### config.mk
export PLATFORM = sky130hd
export DESIGN_NAME = agtc_regs
export DESIGN_NICKNAME = d
export VERILOG_FILES = /design/src/rtl/agtc_pkg.sv /design/src/rtl/agtc_regs.sv
export VERILOG_INCLUDE_DIRS = /design/src /design/src/rtl
export SDC_FILE = /design/constraint.sdc
export NUM_CORES = 1
export LEC_CHECK = 0
export BUFFER_PORTS_ARGS = -buffer_cell sky130_fd_sc_hd__clkbuf_2
export CORE_MARGIN = 5
export CORE_UTILIZATION = 49
export CTS_BUF_LIST = sky130_fd_sc_hd__clkbuf_2 sky130_fd_sc_hd__clkbuf_4 sky130_fd_sc_hd__clkbuf_8
export CTS_CLUSTER_DIAMETER = 200
export DETAILED_ROUTE_END_ITERATION = 10
export PLACE_DENSITY = 0.86
export SYNTH_ARGS = -nofsm -noshare
export SYNTH_HDL_FRONTEND = slang
export SYNTH_SLANG_ARGS = --single-unit
export TNS_END_PERCENT = 5
### constraint.sdc
create_clock -name sys_clk -period 3.4 [get_ports sys_clk]
set_clock_uncertainty 0.2 [all_clocks]
set_input_delay 0.68 -clock sys_clk [delete_from_list [all_inputs] [get_ports sys_clk]]
set_output_delay 0.68 -clock sys_clk [all_outputs]
set_load 0.02 [all_outputs]
### src/rtl/agtc_defs.svh
/*
  agtc_defs.svh - offsets, field positions, reset value, baseline times and
  decay ceilings of the record-path agc time-constant register bank.
  assumes: included by bare name from the bank itself.
*/
`ifndef AGTC_DEFS_SVH
`define AGTC_DEFS_SVH

// ==========================================================================
// register offsets, page 0
`define AGTC_OFF_LEFT_DECAY 7'h68
`define AGTC_OFF_RIGHT_ATTACK 7'h69
`define AGTC_OFF_RIGHT_DECAY 7'h6a

// ==========================================================================
// field positions and reset value
`define AGTC_BIT_SRC_SEL 7
`define AGTC_FLD_BASE_HI 6
`define AGTC_FLD_BASE_LO 5
`define AGTC_FLD_MULT_HI 4
`define AGTC_FLD_MULT_LO 2
`define AGTC_REG_RESET 8'h00

// ==========================================================================
// baseline times in ms
`define AGTC_ATK_MS_0 16'h0007
`define AGTC_ATK_MS_1 16'h0008
`define AGTC_ATK_MS_2 16'h000a
`define AGTC_ATK_MS_3 16'h000b
`define AGTC_DEC_MS_0 16'h0032
`define AGTC_DEC_MS_1 16'h0096
`define AGTC_DEC_MS_2 16'h00fa
`define AGTC_DEC_MS_3 16'h015e

// ==========================================================================
// decay ceilings in ms, keyed by twice the decimation ratio
`define AGTC_CAP_R1_MS 16'h0fa0
`define AGTC_CAP_R1P5_MS 16'h15e0
`define AGTC_CAP_R2_MS 16'h1f40
`define AGTC_CAP_R2P5_MS 16'h2580
`define AGTC_CAP_R3_MS 16'h2bc0
`define AGTC_CAP_R4_MS 16'h3e80
`define AGTC_CAP_R5_MS 16'h4b00
`define AGTC_CAP_R5P5_MS 16'h5780

`endif

### src/rtl/agtc_pkg.sv
/*
  agtc_pkg.sv - types shared by the agc time-constant register bank.
  assumes: nothing; the constants live in the defs header.
*/
`default_nettype none

// ==========================================================================
// types
package agtc_pkg;
  // one time-constant register as stored
  typedef struct packed {
    logic src_new;     // 1: use this register, 0: legacy source
    logic [1:0] base;  // baseline time code
    logic [2:0] mult;  // power-of-two factor code
    logic [1:0] rsvd;  // reserved, kept as written
  } agtc_tc_t;
  // effective time handed to the agc core
  typedef struct packed {
    logic src_new;     // programmable source in use
    logic [15:0] ms;   // effective time in ms
  } agtc_eff_t;
endpackage

`default_nettype wire

### src/rtl/agtc_regs.sv
/*
  agtc_regs.sv - left decay, right attack and right decay time-constant
  registers of the record-path agc, with the effective-time computation.
  assumes: the control-bus decoder (spi or i2c) presents one-cycle
  page-0 write and read strobes on sys_clk; legacy times from the older
  agc registers arrive already decoded in ms; the decimation ratio
  arrives as twice its value (2 for 1, 3 for 1.5 ... 12 for 6).
*/
// Operation
// - left decay source: legacy or this register
// - left decay baseline 50/150/250/350 ms
// - decay baseline times power-of-two factor up to 128
// - right attack baseline times power-of-two factor
// - right attack source: legacy or this register
// - right attack baseline 7/8/10/11 ms
// - right decay source: legacy or this register
// - right decay baseline 50/150/250/350 ms
// - decay ceiling 4/5.6/8/9.6 s by ratio
// - higher ratios cap decay at 11.2-22.4 s
`timescale 1ns/1ps
`default_nettype none
`include "agtc_defs.svh"

module agtc_regs #(
  parameter int NUM_TC = 3  // time-constant registers: left decay, right attack, right decay
) (
  // clock and reset
  input wire logic sys_clk,
  input wire logic rst,
  // register port from the control-bus decoder
  input wire logic reg_wr,
  input wire logic reg_rd,
  input wire logic [6:0] reg_addr,
  input wire logic [7:0] reg_wdata,
  output logic [7:0] reg_rdata,
  output logic reg_rvalid,
  output logic reg_hit,
  // legacy times and decimation ratio
  input wire logic [15:0] legacy_left_decay_ms,
  input wire logic [15:0] legacy_right_attack_ms,
  input wire logic [15:0] legacy_right_decay_ms,
  input wire logic [3:0] adc_decimation_ratio,
  // effective times to the agc core
  output agtc_pkg::agtc_eff_t left_decay_eff,
  output agtc_pkg::agtc_eff_t right_attack_eff,
  output agtc_pkg::agtc_eff_t right_decay_eff
);

  // ==========================================================================
  // storage and helpers

  localparam int CH_LDEC = 0;  // left decay
  localparam int CH_RATK = 1;  // right attack
  localparam int CH_RDEC = 2;  // right decay

  agtc_pkg::agtc_tc_t tc_r [NUM_TC];     // stored registers
  agtc_pkg::agtc_tc_t tc_nxt [NUM_TC];   // next register values
  agtc_pkg::agtc_eff_t eff_r [NUM_TC];   // registered effective times
  agtc_pkg::agtc_eff_t eff_nxt [NUM_TC]; // next effective times
  logic [15:0] legacy_ms [NUM_TC];       // legacy time per channel
  logic [NUM_TC-1:0] sel_hit;            // address matches channel
  logic [7:0] rdata_r;                   // read data register
  logic [7:0] rdata_nxt;
  logic rvalid_r;                        // read answer strobe
  logic rvalid_nxt;
  logic [15:0] cap_ms;                   // decay ceiling for the ratio

  assign legacy_ms[CH_LDEC] = legacy_left_decay_ms;
  assign legacy_ms[CH_RATK] = legacy_right_attack_ms;
  assign legacy_ms[CH_RDEC] = legacy_right_decay_ms;

  // baseline decode; attack and decay share a code but not a table
  function automatic logic [15:0] base_ms(input logic is_atk, input logic [1:0] code);
    logic [15:0] t;
    t = 16'h0000;
    if (is_atk) begin
      case (code)
        2'h0: t = `AGTC_ATK_MS_0;
        2'h1: t = `AGTC_ATK_MS_1;
        2'h2: t = `AGTC_ATK_MS_2;
        default: t = `AGTC_ATK_MS_3;
      endcase
    end else begin
      case (code)
        2'h0: t = `AGTC_DEC_MS_0;
        2'h1: t = `AGTC_DEC_MS_1;
        2'h2: t = `AGTC_DEC_MS_2;
        default: t = `AGTC_DEC_MS_3;
      endcase
    end
    return t;
  endfunction

  // ==========================================================================
  // decay ceiling from the decimation ratio

  // out-of-range ratio codes fall back to the tightest ceiling, so a bad
  // setting can only shorten decay, never stretch it past any legal limit
  always_comb begin
    case (adc_decimation_ratio)
      4'h2: cap_ms = `AGTC_CAP_R1_MS;
      4'h3: cap_ms = `AGTC_CAP_R1P5_MS;
      4'h4: cap_ms = `AGTC_CAP_R2_MS;
      4'h5: cap_ms = `AGTC_CAP_R2P5_MS;
      4'h6, 4'h7: cap_ms = `AGTC_CAP_R3_MS;
      4'h8, 4'h9: cap_ms = `AGTC_CAP_R4_MS;
      4'ha: cap_ms = `AGTC_CAP_R5_MS;
      4'hb, 4'hc: cap_ms = `AGTC_CAP_R5P5_MS;
      default: cap_ms = `AGTC_CAP_R1_MS;
    endcase
  end

  // ==========================================================================
  // per-channel register and effective time

  genvar gi;
  generate
    for (gi = 0; gi < NUM_TC; gi++) begin : g_ch
      logic [15:0] raw_ms;  // selected time before the ceiling
      // offsets are consecutive from the left decay register
      assign sel_hit[gi] = (reg_addr == (`AGTC_OFF_LEFT_DECAY + 7'(gi)));

      // write path: all eight bits stored, reserved bits included; the
      // low two are expected to be written as zero by software
      always_comb begin
        tc_nxt[gi] = tc_r[gi];
        if (reg_wr && sel_hit[gi]) begin
          tc_nxt[gi] = agtc_pkg::agtc_tc_t'(reg_wdata);
        end
      end

      // effective time: baseline shifted by the factor code, or legacy
      always_comb begin
        if (tc_r[gi].src_new) begin
          // largest product is 350 ms x 128, still inside 16 bits
          raw_ms = base_ms(gi == CH_RATK, tc_r[gi].base) << tc_r[gi].mult;
        end else begin
          raw_ms = legacy_ms[gi];
        end
        eff_nxt[gi].src_new = tc_r[gi].src_new;
        // only decay is limited; attack passes through unchanged
        if (gi != CH_RATK && raw_ms > cap_ms) begin
          eff_nxt[gi].ms = cap_ms;
        end else begin
          eff_nxt[gi].ms = raw_ms;
        end
      end

      // register stage
      always_ff @(posedge sys_clk) begin
        if (rst) begin
          tc_r[gi] <= agtc_pkg::agtc_tc_t'(`AGTC_REG_RESET);
          eff_r[gi] <= '0;
        end else begin
          tc_r[gi] <= tc_nxt[gi];
          eff_r[gi] <= eff_nxt[gi];
        end
      end
    end
  endgenerate

  // ==========================================================================
  // read path

  // unmapped addresses answer zero; hit tells the decoder the address is ours
  always_comb begin
    rdata_nxt = 8'h00;
    rvalid_nxt = reg_rd;
    for (int i = 0; i < NUM_TC; i++) begin
      if (reg_rd && sel_hit[i]) begin
        rdata_nxt = tc_r[i];
      end
    end
  end

  always_ff @(posedge sys_clk) begin
    if (rst) begin
      rdata_r <= 8'h00;
      rvalid_r <= 1'b0;
    end else begin
      rdata_r <= rdata_nxt;
      rvalid_r <= rvalid_nxt;
    end
  end

  assign reg_rdata = rdata_r;
  assign reg_rvalid = rvalid_r;
  assign reg_hit = |sel_hit;
  assign left_decay_eff = eff_r[CH_LDEC];
  assign right_attack_eff = eff_r[CH_RATK];
  assign right_decay_eff = eff_r[CH_RDEC];
endmodule

`default_nettype wire

==> results of run 1 <==
==> per-stage QoR <==
step / power, mW / instance area [µm²]
3_3_place_gp: 1.40 / 5780
5_1_grt: 2.18 / 6300
4_1_cts: 2.08 / 6200
3_5_place_dp: 1.42 / 5780
6_report: 2.10 / 6300
2_1_floorplan: 1.27 / 4870
==> layout make-up <==
class                           count  area [µm²]
Fill cell                         797        3430
Multi-Input combinational cell    440        3060
Clock buffer                       10         138
Timing Repair Buffer              188        1100
Inverter                           21        81.3
Sequential cell                    84        1700
Tap cell                          133         166
Clock inverter                      6        47.5
==> Yosys cell counts, types with 3 or more instances <==
cell	instances	area share
o21a_1	4	0.0062
nand3b_1	4	0.0062
a21o_1	5	0.0077
a22oi_1	5	0.0077
mux2_2	6	0.014
ha_1	33	0.085
a211oi_1	5	0.0077
o21bai_1	4	0.0062
nor3b_1	8	0.012
a21oi_1	48	0.049
nor3_1	14	0.014
nand3_1	5	0.0052
nor2_1	104	0.080
nand4_1	3	0.0039
o31ai_1	3	0.0046
o2bb2ai_1	4	0.0072
dfxtp_1	84	0.35
clkbuf_1	22	0.017
a221oi_1	3	0.0054
nand2b_1	4	0.0052
o211ai_1	5	0.0077
buf_1	5	0.0039
and2_1	8	0.010
buf_2	6	0.0062
nand2_1	41	0.032
a22o_1	3	0.0054
nor2b_1	14	0.018
mux2i_1	41	0.084
o21ai_0	12	0.012
a211o_1	6	0.011
and3_1	6	0.0077
inv_1	21	0.016
==> worst max-delay path: cells and delay by family, from the launching register on <==
family | cells | cell delay (ns)
compound gates | 3 | 0.77
fa+ha+maj | 2 | 0.53
buf+inv | 3 | 0.38
flops | 1 | 0.39
mux | 2 | 0.79
simple gates | 3 | 0.40
==> path summary, 6_finish.rpt <==
kind / from / endpoint / slack (ns)
worst max-delay path: tc_r[2][6]$_SDFFE_PP0P_ / eff_r[2][7]$_SDFF_PP0_ / -0.16
worst min-delay path: tc_r[0][1]$_SDFFE_PP0P_ / tc_r[0][1]$_SDFFE_PP0P_ / 0.31
worst min register to register: tc_r[0][1]$_SDFFE_PP0P_ / tc_r[0][1]$_SDFFE_PP0P_ / 0.31
worst max register to register: tc_r[2][6]$_SDFFE_PP0P_ / eff_r[2][7]$_SDFF_PP0_ / -0.16
==> state kept, by name, summed over array words and instances, names as in the netlist <==
name and count:
reg_rdata 8, reg_rvalid 1, eff_r 51, tc_r 24
==> power by group through the flow <==
| stage | registers, mW | clock network [mW] | logic [mW] |
|---|---|---|---|
| after detailed placement | 1.06 | 0 | 0.361 |
| after global routing | 1.03 | 0.721 | 0.428 |
| final | 1.03 | 0.676 | 0.398 |
| after CTS | 1.03 | 0.680 | 0.373 |
| after floorplan | 1.10 | 0 | 0.170 |
| after global placement | 1.05 | 0 | 0.347 |
==> kinds of logic after synthesis <==
kind of cell    Yosys count  share of synthesized area
simple gates            225                      0.223
compound gates          130                      0.188
flops                    84                      0.346
buf+inv                  58                     0.0510
mux                      48                      0.103
fa+ha+maj                33                     0.0850
xor+xnor                  2                    0.00361
other cells               1                   0.000772
==> layer usage <==
layer | part of all wire | GRT usage | wire, µm
met1 | 0.38 | 0.275 | 5620
met2 | 0.49 | 0.428 | 7280
met3 | 0.084 | 0.0464 | 1240
met4 | 0.044 | 0.115 | 650
met5 | 0 | 0 | 0
==> repair_timing <==
action | 4_1_cts | 5_1_grt
gates resized for setup | 26 | 14
endpoints found under the setup margin | 28 | 29
pin swaps | 11 | 10
setup buffers | 18 | 4
==> metrics.log, run 1 <==
[metrics] std cell rows: 36
[metrics] Worst Hold Slack: 0.310 ns
[metrics] number of global-route vias before repair: 4904
[metrics] Internal: 1.48 mW
[metrics] largest voltage drop on the vdd net: 0.210 mV
[metrics] largest net degree at the start of global routing: 32
[metrics] total CTS buffers: 9
[metrics] antenna violations before repair: 0
[metrics] first-pass GRT wire length: 22900 µm
[metrics] logic gate share of total power: 0.189
[metrics] cell count after placement: 844
[metrics] number of DRC markers after the initial detailed-route iteration: 342
[metrics] Worst-Margin Slew: 0.806 ns
[metrics] Leak Pwr: 2.83 nW
[metrics] crit path DAT: 3.62 ns
[metrics] final critical delay including setup and external delays: 3.56 ns
[metrics] post-synthesis register bit count: 84
[metrics] CP Cell Sequence: inv_2 -> ha_4 -> mux4_2 -> o211ai_1 -> nand2_1 -> ha_1 -> and4_4 -> nand2_2 -> a211o_1 -> buf_4 -> o31ai_4 -> buf_6 -> mux2_4
[metrics] final hold vios: 0
[metrics] final setup vio count: 14
[metrics] switching part of the total power: 0.297
[metrics] portion of the post-synthesis area used by sequential elements: 0.346
[metrics] clock tree from TritonCTS: done
[metrics] Final period util: 1.05
[metrics] count of nets left with antenna violations after detail routing: 0
[metrics] cell area after synthesis: 4860 µm²
[metrics] global-route usage over all layers: 0.240
[metrics] Highest Clock Rate: 0.281 GHz
[metrics] post-CTS clock slew at the launch and capture registers of the worst setup and hold paths: 0.10 ns
[metrics] Routed WL per cell: 16.8 µm
[metrics] Synth Warn #: 0
[metrics] post-layout utilization of the core: 0.647
[metrics] Die ar.: 12000 µm²
[metrics] sum of net half-perimeters after detailed placement: 10800 µm
[metrics] max-slew violation count: 0
[metrics] cts-stage hold buffer count: 0
[metrics] CTS Root Cell: clkbuf_8
[metrics] kind of launch point of the worst setup path: flip-flop
[metrics] Die X: 110 µm
[metrics] placement-stage worst setup slack: -0.148 ns
[metrics] syn avg cell area: 8.36 µm²
[metrics] required arrival time at the worst endpoint: 3.46 ns
[metrics] Final Worst Setup Slack: -0.158 ns
[metrics] Port Buf Inserts: 131
[metrics] # Max-Cap Violations: 0
[metrics] type of the setup path with the least slack: flip-flop to flip-flop
[metrics] proportion of register bits with asynchronous set or reset after synthesis: 0
[metrics] total power density per cell area: 334 nW/µm²
[metrics] Final Wtd Congestion: 0.973
[metrics] level count of the clock H-tree: 3
[metrics] maximum cell stage delay along the critical path: 0.50 ns
[metrics] via count of the routed design: 5050
[metrics] violated checks: negative setup slack
[metrics] count of flip-flops with a built-in enable after synthesis: 0
[metrics] chip height: 110 µm
[metrics] most common cell after layout, fill and taps aside: clkbuf_2
[metrics] total length of routed wires: 14800 µm
[metrics] grt total ovfl: 0
[metrics] result of the run: complete, but fails checks
[metrics] share of power burned in the clock network: 0.321
[metrics] Slowest cell on crit path: mux4_2
[metrics] final standard cell count with taps included and fillers excluded: 882
[metrics] later-pin clock latency in the skew report: 0.36 ns
[metrics] Starting Density: 0.499
[metrics] Sinks on Clock Net: 84
[metrics] highest net fanout along the worst path: 5
[metrics] maximum clock path buffer count: 2
[metrics] layout overhead on the synthesized area: 29.6%
[metrics] Avg Vias per Cell: 5.73
[metrics] number of different library cells in the post-synthesis netlist: 65
[metrics] Worst setup EP type: flip-flop
[metrics] worst reg-to-reg path cell count: 13
[metrics] proportion of layout cells with a drive suffix above 1: 0.331
[metrics] Seq pwr share: 0.489
[metrics] number of instances in the synthesized netlist: 581
[metrics] Max transition margin: 0.460
[metrics] number of top-level design ports: 132
[metrics] unrepaired setup endpoints after global routing: yes
[metrics] DRC violation count after routing: 0
[metrics] n_diodes: 0
[metrics] most frequent cells in the layout: clkbuf_2, nor2_1, dfxtp_1
[metrics] Setup Total Neg Slack: -1.62 ns
[metrics] core area: 9730 µm²
[metrics] Hold Crit Class: flip-flop to flip-flop
[metrics] switching component of the power: 0.626 mW
[metrics] count of cells along the worst hold path: 2
[metrics] most common flop cell mapped by yosys: dfxtp_1
[metrics] Total Nets Final: 848
[metrics] length of the first detailed-routing pass in iterations: 5
(Power assumes the default switching activity.)
==> run 2, diff against run 1 <==
PLACE_DENSITY = 0.81   (was 0.86)
==> metrics.log, run 2 (same netlist as run 1, synthesis figures left out) <==
[metrics] Sinks on Clock Net: 84 (unchanged)
[metrics] Total Nets Final: 835 (-1.5%)
[metrics] violated checks: negative setup slack
[metrics] std cell rows: 36 (unchanged)
[metrics] Leak Pwr: 2.80 nW (-0.87%)
[metrics] later-pin clock latency in the skew report: 0.35 ns (about the same)
[metrics] layout overhead on the synthesized area: 27.4%
[metrics] maximum clock path buffer count: 2 (unchanged)
[metrics] post-CTS clock slew at the launch and capture registers of the worst setup and hold paths: 0.09 ns (about the same)
[metrics] required arrival time at the worst endpoint: 3.45 ns (about the same)
[metrics] final hold vios: 0 (unchanged)
[metrics] Routed WL per cell: 15.7 µm (-6.6%)
[metrics] global-route usage over all layers: 0.227 (-0.0135)
[metrics] Final Worst Setup Slack: -0.124 ns (+0.0337 ns)
[metrics] count of nets left with antenna violations after detail routing: 0 (unchanged)
[metrics] # Max-Cap Violations: 0 (unchanged)
[metrics] Max transition margin: 0.426 (-0.0342)
[metrics] crit path DAT: 3.58 ns (-0.04 ns)
[metrics] Final period util: 1.04 (-0.00990)
[metrics] final critical delay including setup and external delays: 3.52 ns (-0.0337 ns)
[metrics] CTS Root Cell: clkbuf_8
[metrics] level count of the clock H-tree: 3 (unchanged)
[metrics] first-pass GRT wire length: 21700 µm (-5.5%)
[metrics] fill cell count: 853 (+7.0%)
[metrics] total power density per cell area: 346 nW/µm² (+3.4%)
[metrics] chip height: 110 µm (unchanged)
[metrics] Worst Hold Slack: 0.306 ns (-0.00442 ns)
[metrics] most common cell after layout, fill and taps aside: clkbuf_2
[metrics] total length of routed wires: 13600 µm (-8.0%)
[metrics] Avg Vias per Cell: 5.49 (-4.1%)
[metrics] Port Buf Inserts: 131 (unchanged)
[metrics] area of all sequential standard cells: 1690 µm² (-0.37%)
[metrics] largest net degree at the start of global routing: 26 (-19%)
[metrics] final setup vio count: 14 (unchanged)
[metrics] Worst-Margin Slew: 0.857 ns (+0.0510 ns)
[metrics] Final Wtd Congestion: 0.938 (-3.5%)
[metrics] Die ar.: 12000 µm² (unchanged)
[metrics] Worst setup EP type: flip-flop
[metrics] grt total ovfl: 0 (unchanged)
[metrics] max-slew violation count: 0 (unchanged)
[metrics] number of global-route vias before repair: 4628 (-5.6%)
[metrics] core area: 9730 µm² (unchanged)
[metrics] n_diodes: 0 (unchanged)
[metrics] via count of the routed design: 4772 (-5.5%)
[metrics] highest net fanout along the worst path: 6 (+1)
[metrics] length of the first detailed-routing pass in iterations: 6 (+1)
[metrics] number of top-level design ports: 132 (unchanged)
[metrics] most frequent cells in the layout: clkbuf_2, nor2_1, dfxtp_1
[metrics] flip-flop count of the largest register after layout: 51 (unchanged)
[metrics] placement-stage worst setup slack: -0.148 ns (-0.000620 ns)
[metrics] area of the multi-input gates: 3030 µm² (-1.1%)
[metrics] Hold Crit Class: flip-flop to flip-flop
[metrics] Die X: 110 µm (unchanged)
[metrics] type of the setup path with the least slack: flip-flop to flip-flop
[metrics] unrepaired setup endpoints after global routing: yes
[metrics] result of the run: complete, but fails checks
[metrics] clock tree from TritonCTS: done
[metrics] number of DRC markers after the initial detailed-route iteration: 223 (-35%)
[metrics] proportion of layout cells with a drive suffix above 1: 0.307 (-0.0240)
[metrics] DRC violation count after routing: 0 (unchanged)
[metrics] Starting Density: 0.499 (unchanged)
[metrics] total CTS buffers: 9 (unchanged)
[metrics] largest voltage drop on the vdd net: 0.208 mV (-0.76%)
[metrics] Highest Clock Rate: 0.284 GHz (+0.96%)
[metrics] largest register by flop count: eff_r
[metrics] kind of launch point of the worst setup path: flip-flop
[metrics] antenna violations before repair: 0 (unchanged)
[metrics] sum of net half-perimeters after detailed placement: 10500 µm (-2.4%)
run 2: changes by cell type in the layout (fill, tap and decap cells not counted), moves of 2 or more:
cell,before,now
clkinvlp_4,4,1
a21oi_1,45,47
buf_12,0,2
ha_1,25,27
dfxtp_4,4,2
and3_4,2,0
clkinv_2,0,2
a21oi_2,3,1
and3_1,4,6
buf_4,53,40
buf_6,3,1
run 2: what timing repair did:
action	CTS	global route
hold buffers	0	0
setup buffers	4	3
gates resized for setup	13	15
setup endpoints to repair	15	29
pin swaps	11	8
cloned	0	0
run 2: area by class of cell:
class / count / share of cell area
Multi-Input combinational cell: 440 / 0.489
Timing Repair Buffer: 175 / 0.165
Sequential cell: 84 / 0.273
Inverter: 21 / 0.0131
Clock inverter: 7 / 0.0119
Tap cell: 133 / 0.0269
Clock buffer: 9 / 0.0200
run 2: power by group:
part / switching, mW / leakage [nW] / internal (mW)
sequential: 0.0108 / 0.691 / 1.02
combinational: 0.214 / 2.01 / 0.167
clock: 0.384 / 0.100 / 0.344
run 2: worst max-delay path, cell delays in order (launching register included):
cell and delay (ns):
dfxtp_4 0.38, buf_4 0.14, ha_1 0.25, mux4_2 0.49
o211ai_1 0.26, nand2_1 0.09, ha_1 0.27, and4_1 0.18
nand2_1 0.06, a211o_1 0.27, o2111ai_2 0.25, o31ai_4 0.12
buf_12 0.15, buf_4 0.13, and4_1 0.19
run 2: worst paths after layout:
| kind | from | end | slack (ns) | cells past startpoint |
|---|---|---|---|---|
| min | tc_r[2][0]$_SDFFE_PP0P_ | tc_r[2][0]$_SDFFE_PP0P_ | 0.31 | 2 |
| max | tc_r[2][5]$_SDFFE_PP0P_ | eff_r[2][0]$_SDFF_PP0_ | -0.12 | 14 |
| max reg2reg | tc_r[2][5]$_SDFFE_PP0P_ | eff_r[2][0]$_SDFF_PP0_ | -0.12 | 14 |
| min reg2reg | tc_r[2][0]$_SDFFE_PP0P_ | tc_r[2][0]$_SDFFE_PP0P_ | 0.31 | 2 |
run 2: metal layers:
metal	GRT usage	wire [µm]	vias to the layer above
met5	0	0	-
met4	0.0917	385	0
met3	0.0364	774	33
met2	0.392	6780	173
met1	0.281	5670	2226
li1	-	-	2340
run 2: stage by stage:
stage | util | area (µm²) | std cells | total power, mW | setup TNS (ns)
6_report | 0.636 | 6190 | 869 | 2.14 | -1.45
3_3_place_gp | 0.597 | 5810 | 846 | 1.40 | -0.0692
3_5_place_dp | 0.597 | 5810 | 846 | 1.41 | -1.62
4_1_cts | 0.627 | 6100 | 866 | 2.14 | -0.523
5_1_grt | 0.636 | 6190 | 869 | 2.23 | -3.60
2_1_floorplan | - | 4870 | 582 | 1.27 | 0
==> run 3, diff against run 2 <==
CORE_MARGIN = unset   (was 5)
==> metrics.log, run 3 (same netlist as run 1, synthesis figures left out) <==
[metrics] global-route usage over all layers: 0.270 (+0.0433)
[metrics] Setup Total Neg Slack: -1.96 ns (-0.513 ns)
[metrics] crit path DAT: 3.65 ns (+0.07 ns)
[metrics] number of top-level design ports: 132 (unchanged)
[metrics] CP Cell Sequence: buf_4 -> ha_2 -> mux4_2 -> o211ai_1 -> buf_4 -> buf_4 -> buf_4 -> buf_4 -> buf_4 -> buf_4 -> buf_4 -> buf_4 -> buf_4 -> buf_4 -> buf_4 -> buf_4 -> buf_4 -> buf_4 -> buf_4 -> a21oi_2 -> mux2_4
[metrics] clock tree from TritonCTS: done
[metrics] std cell rows: 35 (-2.8%)
[metrics] kind of launch point of the worst setup path: flip-flop
[metrics] length of the first detailed-routing pass in iterations: 5 (-1)
[metrics] Port Buf Inserts: 131 (unchanged)
[metrics] Avg Vias per Cell: 5.64 (+2.7%)
[metrics] max-slew violation count: 0 (unchanged)
[metrics] final critical delay including setup and external delays: 3.59 ns (+0.0642 ns)
[metrics] count of nets left with antenna violations after detail routing: 0 (unchanged)
[metrics] cell repeated most along the worst path: buf_4
[metrics] flip-flop count of the largest register after layout: 51 (unchanged)
[metrics] Max transition margin: 0.480 (+0.0544)
[metrics] maximum clock path buffer count: 2 (unchanged)
[metrics] first-pass GRT wire length: 21900 µm (+1.2%)
[metrics] layout overhead on the synthesized area: 28.4%
[metrics] largest net degree at the start of global routing: 59 (+130%)
[metrics] later-pin clock latency in the skew report: 0.37 ns (+0.02 ns)
[metrics] total power density per cell area: 339 nW/µm² (-1.9%)
[metrics] grt total ovfl: 0 (unchanged)
[metrics] sum of net half-perimeters after detailed placement: 10200 µm (-3.0%)
[metrics] Worst setup EP type: flip-flop
[metrics] Leak Pwr: 2.82 nW (+0.67%)
[metrics] Total Nets Final: 844 (+1.1%)
[metrics] largest voltage drop on the vdd net: 0.198 mV (-5.0%)
[metrics] total CTS buffers: 9 (unchanged)
[metrics] Die ar.: 10300 µm² (-14%)
[metrics] Slowest cell on crit path: mux4_2
[metrics] post-route design area: 6240 µm² (+0.77%)
[metrics] level count of the clock H-tree: 3 (unchanged)
[metrics] final hold vios: 0 (unchanged)
[metrics] most common cell after layout, fill and taps aside: clkbuf_2
[metrics] Highest Clock Rate: 0.279 GHz (-1.8%)
[metrics] n_diodes: 0 (unchanged)
[metrics] Worst Hold Slack: 0.307 ns (+0.00129 ns)
[metrics] proportion of layout cells with a drive suffix above 1: 0.319 (+0.0124)
[metrics] largest register by flop count: eff_r
[metrics] most frequent cells in the layout: clkbuf_2, nor2_1, dfxtp_1
[metrics] type of the setup path with the least slack: flip-flop to flip-flop
[metrics] Final period util: 1.06 (+0.0189)
[metrics] DRC violation count after routing: 0 (unchanged)
[metrics] # Max-Cap Violations: 0 (unchanged)
[metrics] maximum cell stage delay along the critical path: 0.47 ns (-0.02 ns)
[metrics] unrepaired setup endpoints after global routing: yes
[metrics] number of DRC markers after the initial detailed-route iteration: 342 (+53%)
[metrics] core area: 9420 µm² (-3.2%)
[metrics] Worst-Margin Slew: 0.775 ns (-0.0811 ns)
[metrics] Sinks on Clock Net: 84 (unchanged)
[metrics] Placement Cell Area: 5770 µm² (-0.73%)
[metrics] Die X: 102 µm (-7.3%)
[metrics] required arrival time at the worst endpoint: 3.46 ns (about the same)
[metrics] via count of the routed design: 4927 (+3.2%)
[metrics] result of the run: complete, but fails checks
[metrics] Hold Crit Class: flip-flop to flip-flop
[metrics] number of global-route vias before repair: 4728 (+2.2%)
[metrics] placement-stage worst setup slack: -0.187 ns (-0.0387 ns)
[metrics] final setup vio count: 14 (unchanged)
[metrics] Final Wtd Congestion: 0.950 (+1.3%)
[metrics] Final Worst Setup Slack: -0.188 ns (-0.0642 ns)
[metrics] power after layout: 2.11 mW (-1.1%)
[metrics] total length of routed wires: 14100 µm (+3.3%)
[metrics] chip height: 102 µm (-7.3%)
[metrics] violated checks: negative setup slack
[metrics] CTS Root Cell: clkbuf_8
[metrics] antenna violations before repair: 0 (unchanged)
[metrics] post-CTS clock slew at the launch and capture registers of the worst setup and hold paths: 0.09 ns (about the same)
[metrics] Starting Density: 0.516 (+0.0167)
[metrics] Routed WL per cell: 16.1 µm (+2.7%)
[metrics] highest net fanout along the worst path: 5 (-1)
## run 3: cell count changes in the layout (fill, tap and decap cells not counted), sizes merged
cell	before	now
bufinv	1	0
inv	23	25
buf	44	53
clkinv	3	1
clkbuf	140	141
## run 3: area by class of cell
type	instances	area, µm²
clock buffers	10	138
clock inverters	6	53.8
fillers	761	3180
inverters	21	83.8
multi-input cells	440	3030
flip-flops and latches	84	1690
well taps	129	161
repair buffers	184	1080
## run 3: worst max-delay path, delay by kind of cell (launching register included)
family	cells	cell delay, ns
adder cells (fa/ha/maj)	1	0.21
multiplexers	2	0.75
buffers and inverters	16	1.61
AO/OA/AOI/OAI	2	0.33
flip-flops	1	0.38
## run 3: metal layers
metal / track usage / vias to the layer above / wire, µm
li1: - / 2351 / -
met1: 0.329 / 2271 / 5870
met2: 0.459 / 260 / 6790
met3: 0.0490 / 45 / 950
met4: 0.129 / 0 / 447
met5: 0 / - / 0
## run 3: path summary, 6_finish.rpt
| kind | cells after the start | slack (ns) | start | endpoint |
|---|---|---|---|---|
| worst min-delay path | 2 | 0.31 | tc_r[0][0]$_SDFFE_PP0P_ | tc_r[0][0]$_SDFFE_PP0P_ |
| worst min register to register | 2 | 0.31 | tc_r[0][0]$_SDFFE_PP0P_ | tc_r[0][0]$_SDFFE_PP0P_ |
| worst max-delay path | 21 | -0.19 | tc_r[2][5]$_SDFFE_PP0P_ | eff_r[2][8]$_SDFF_PP0_ |
| worst max register to register | 21 | -0.19 | tc_r[2][5]$_SDFFE_PP0P_ | eff_r[2][8]$_SDFF_PP0_ |
## run 3: repair_timing
action,in CTS,in global routing
gates resized for setup,18,13
buffers inserted,18,3
hold buffers,0,0
setup endpoints to repair,14,28
pin swaps,16,8
## run 3: power by group
| part | internal [mW] | switching [mW] | leakage (nW) |
|---|---|---|---|
| clock network | 0.300 | 0.402 | 0.0958 |
| registers | 1.02 | 0.0106 | 0.691 |
| logic | 0.164 | 0.219 | 2.04 |
| total | 1.48 | 0.631 | 2.82 |
## run 3: stage by stage
| stage | cells | util |
|---|---|---|
| 2_1_floorplan | 582 | - |
| 3_3_place_gp | 837 | 0.613 |
| 3_5_place_dp | 837 | 0.613 |
| 4_1_cts | 871 | 0.655 |
| 5_1_grt | 874 | 0.662 |
| 6_report | 874 | 0.662 |
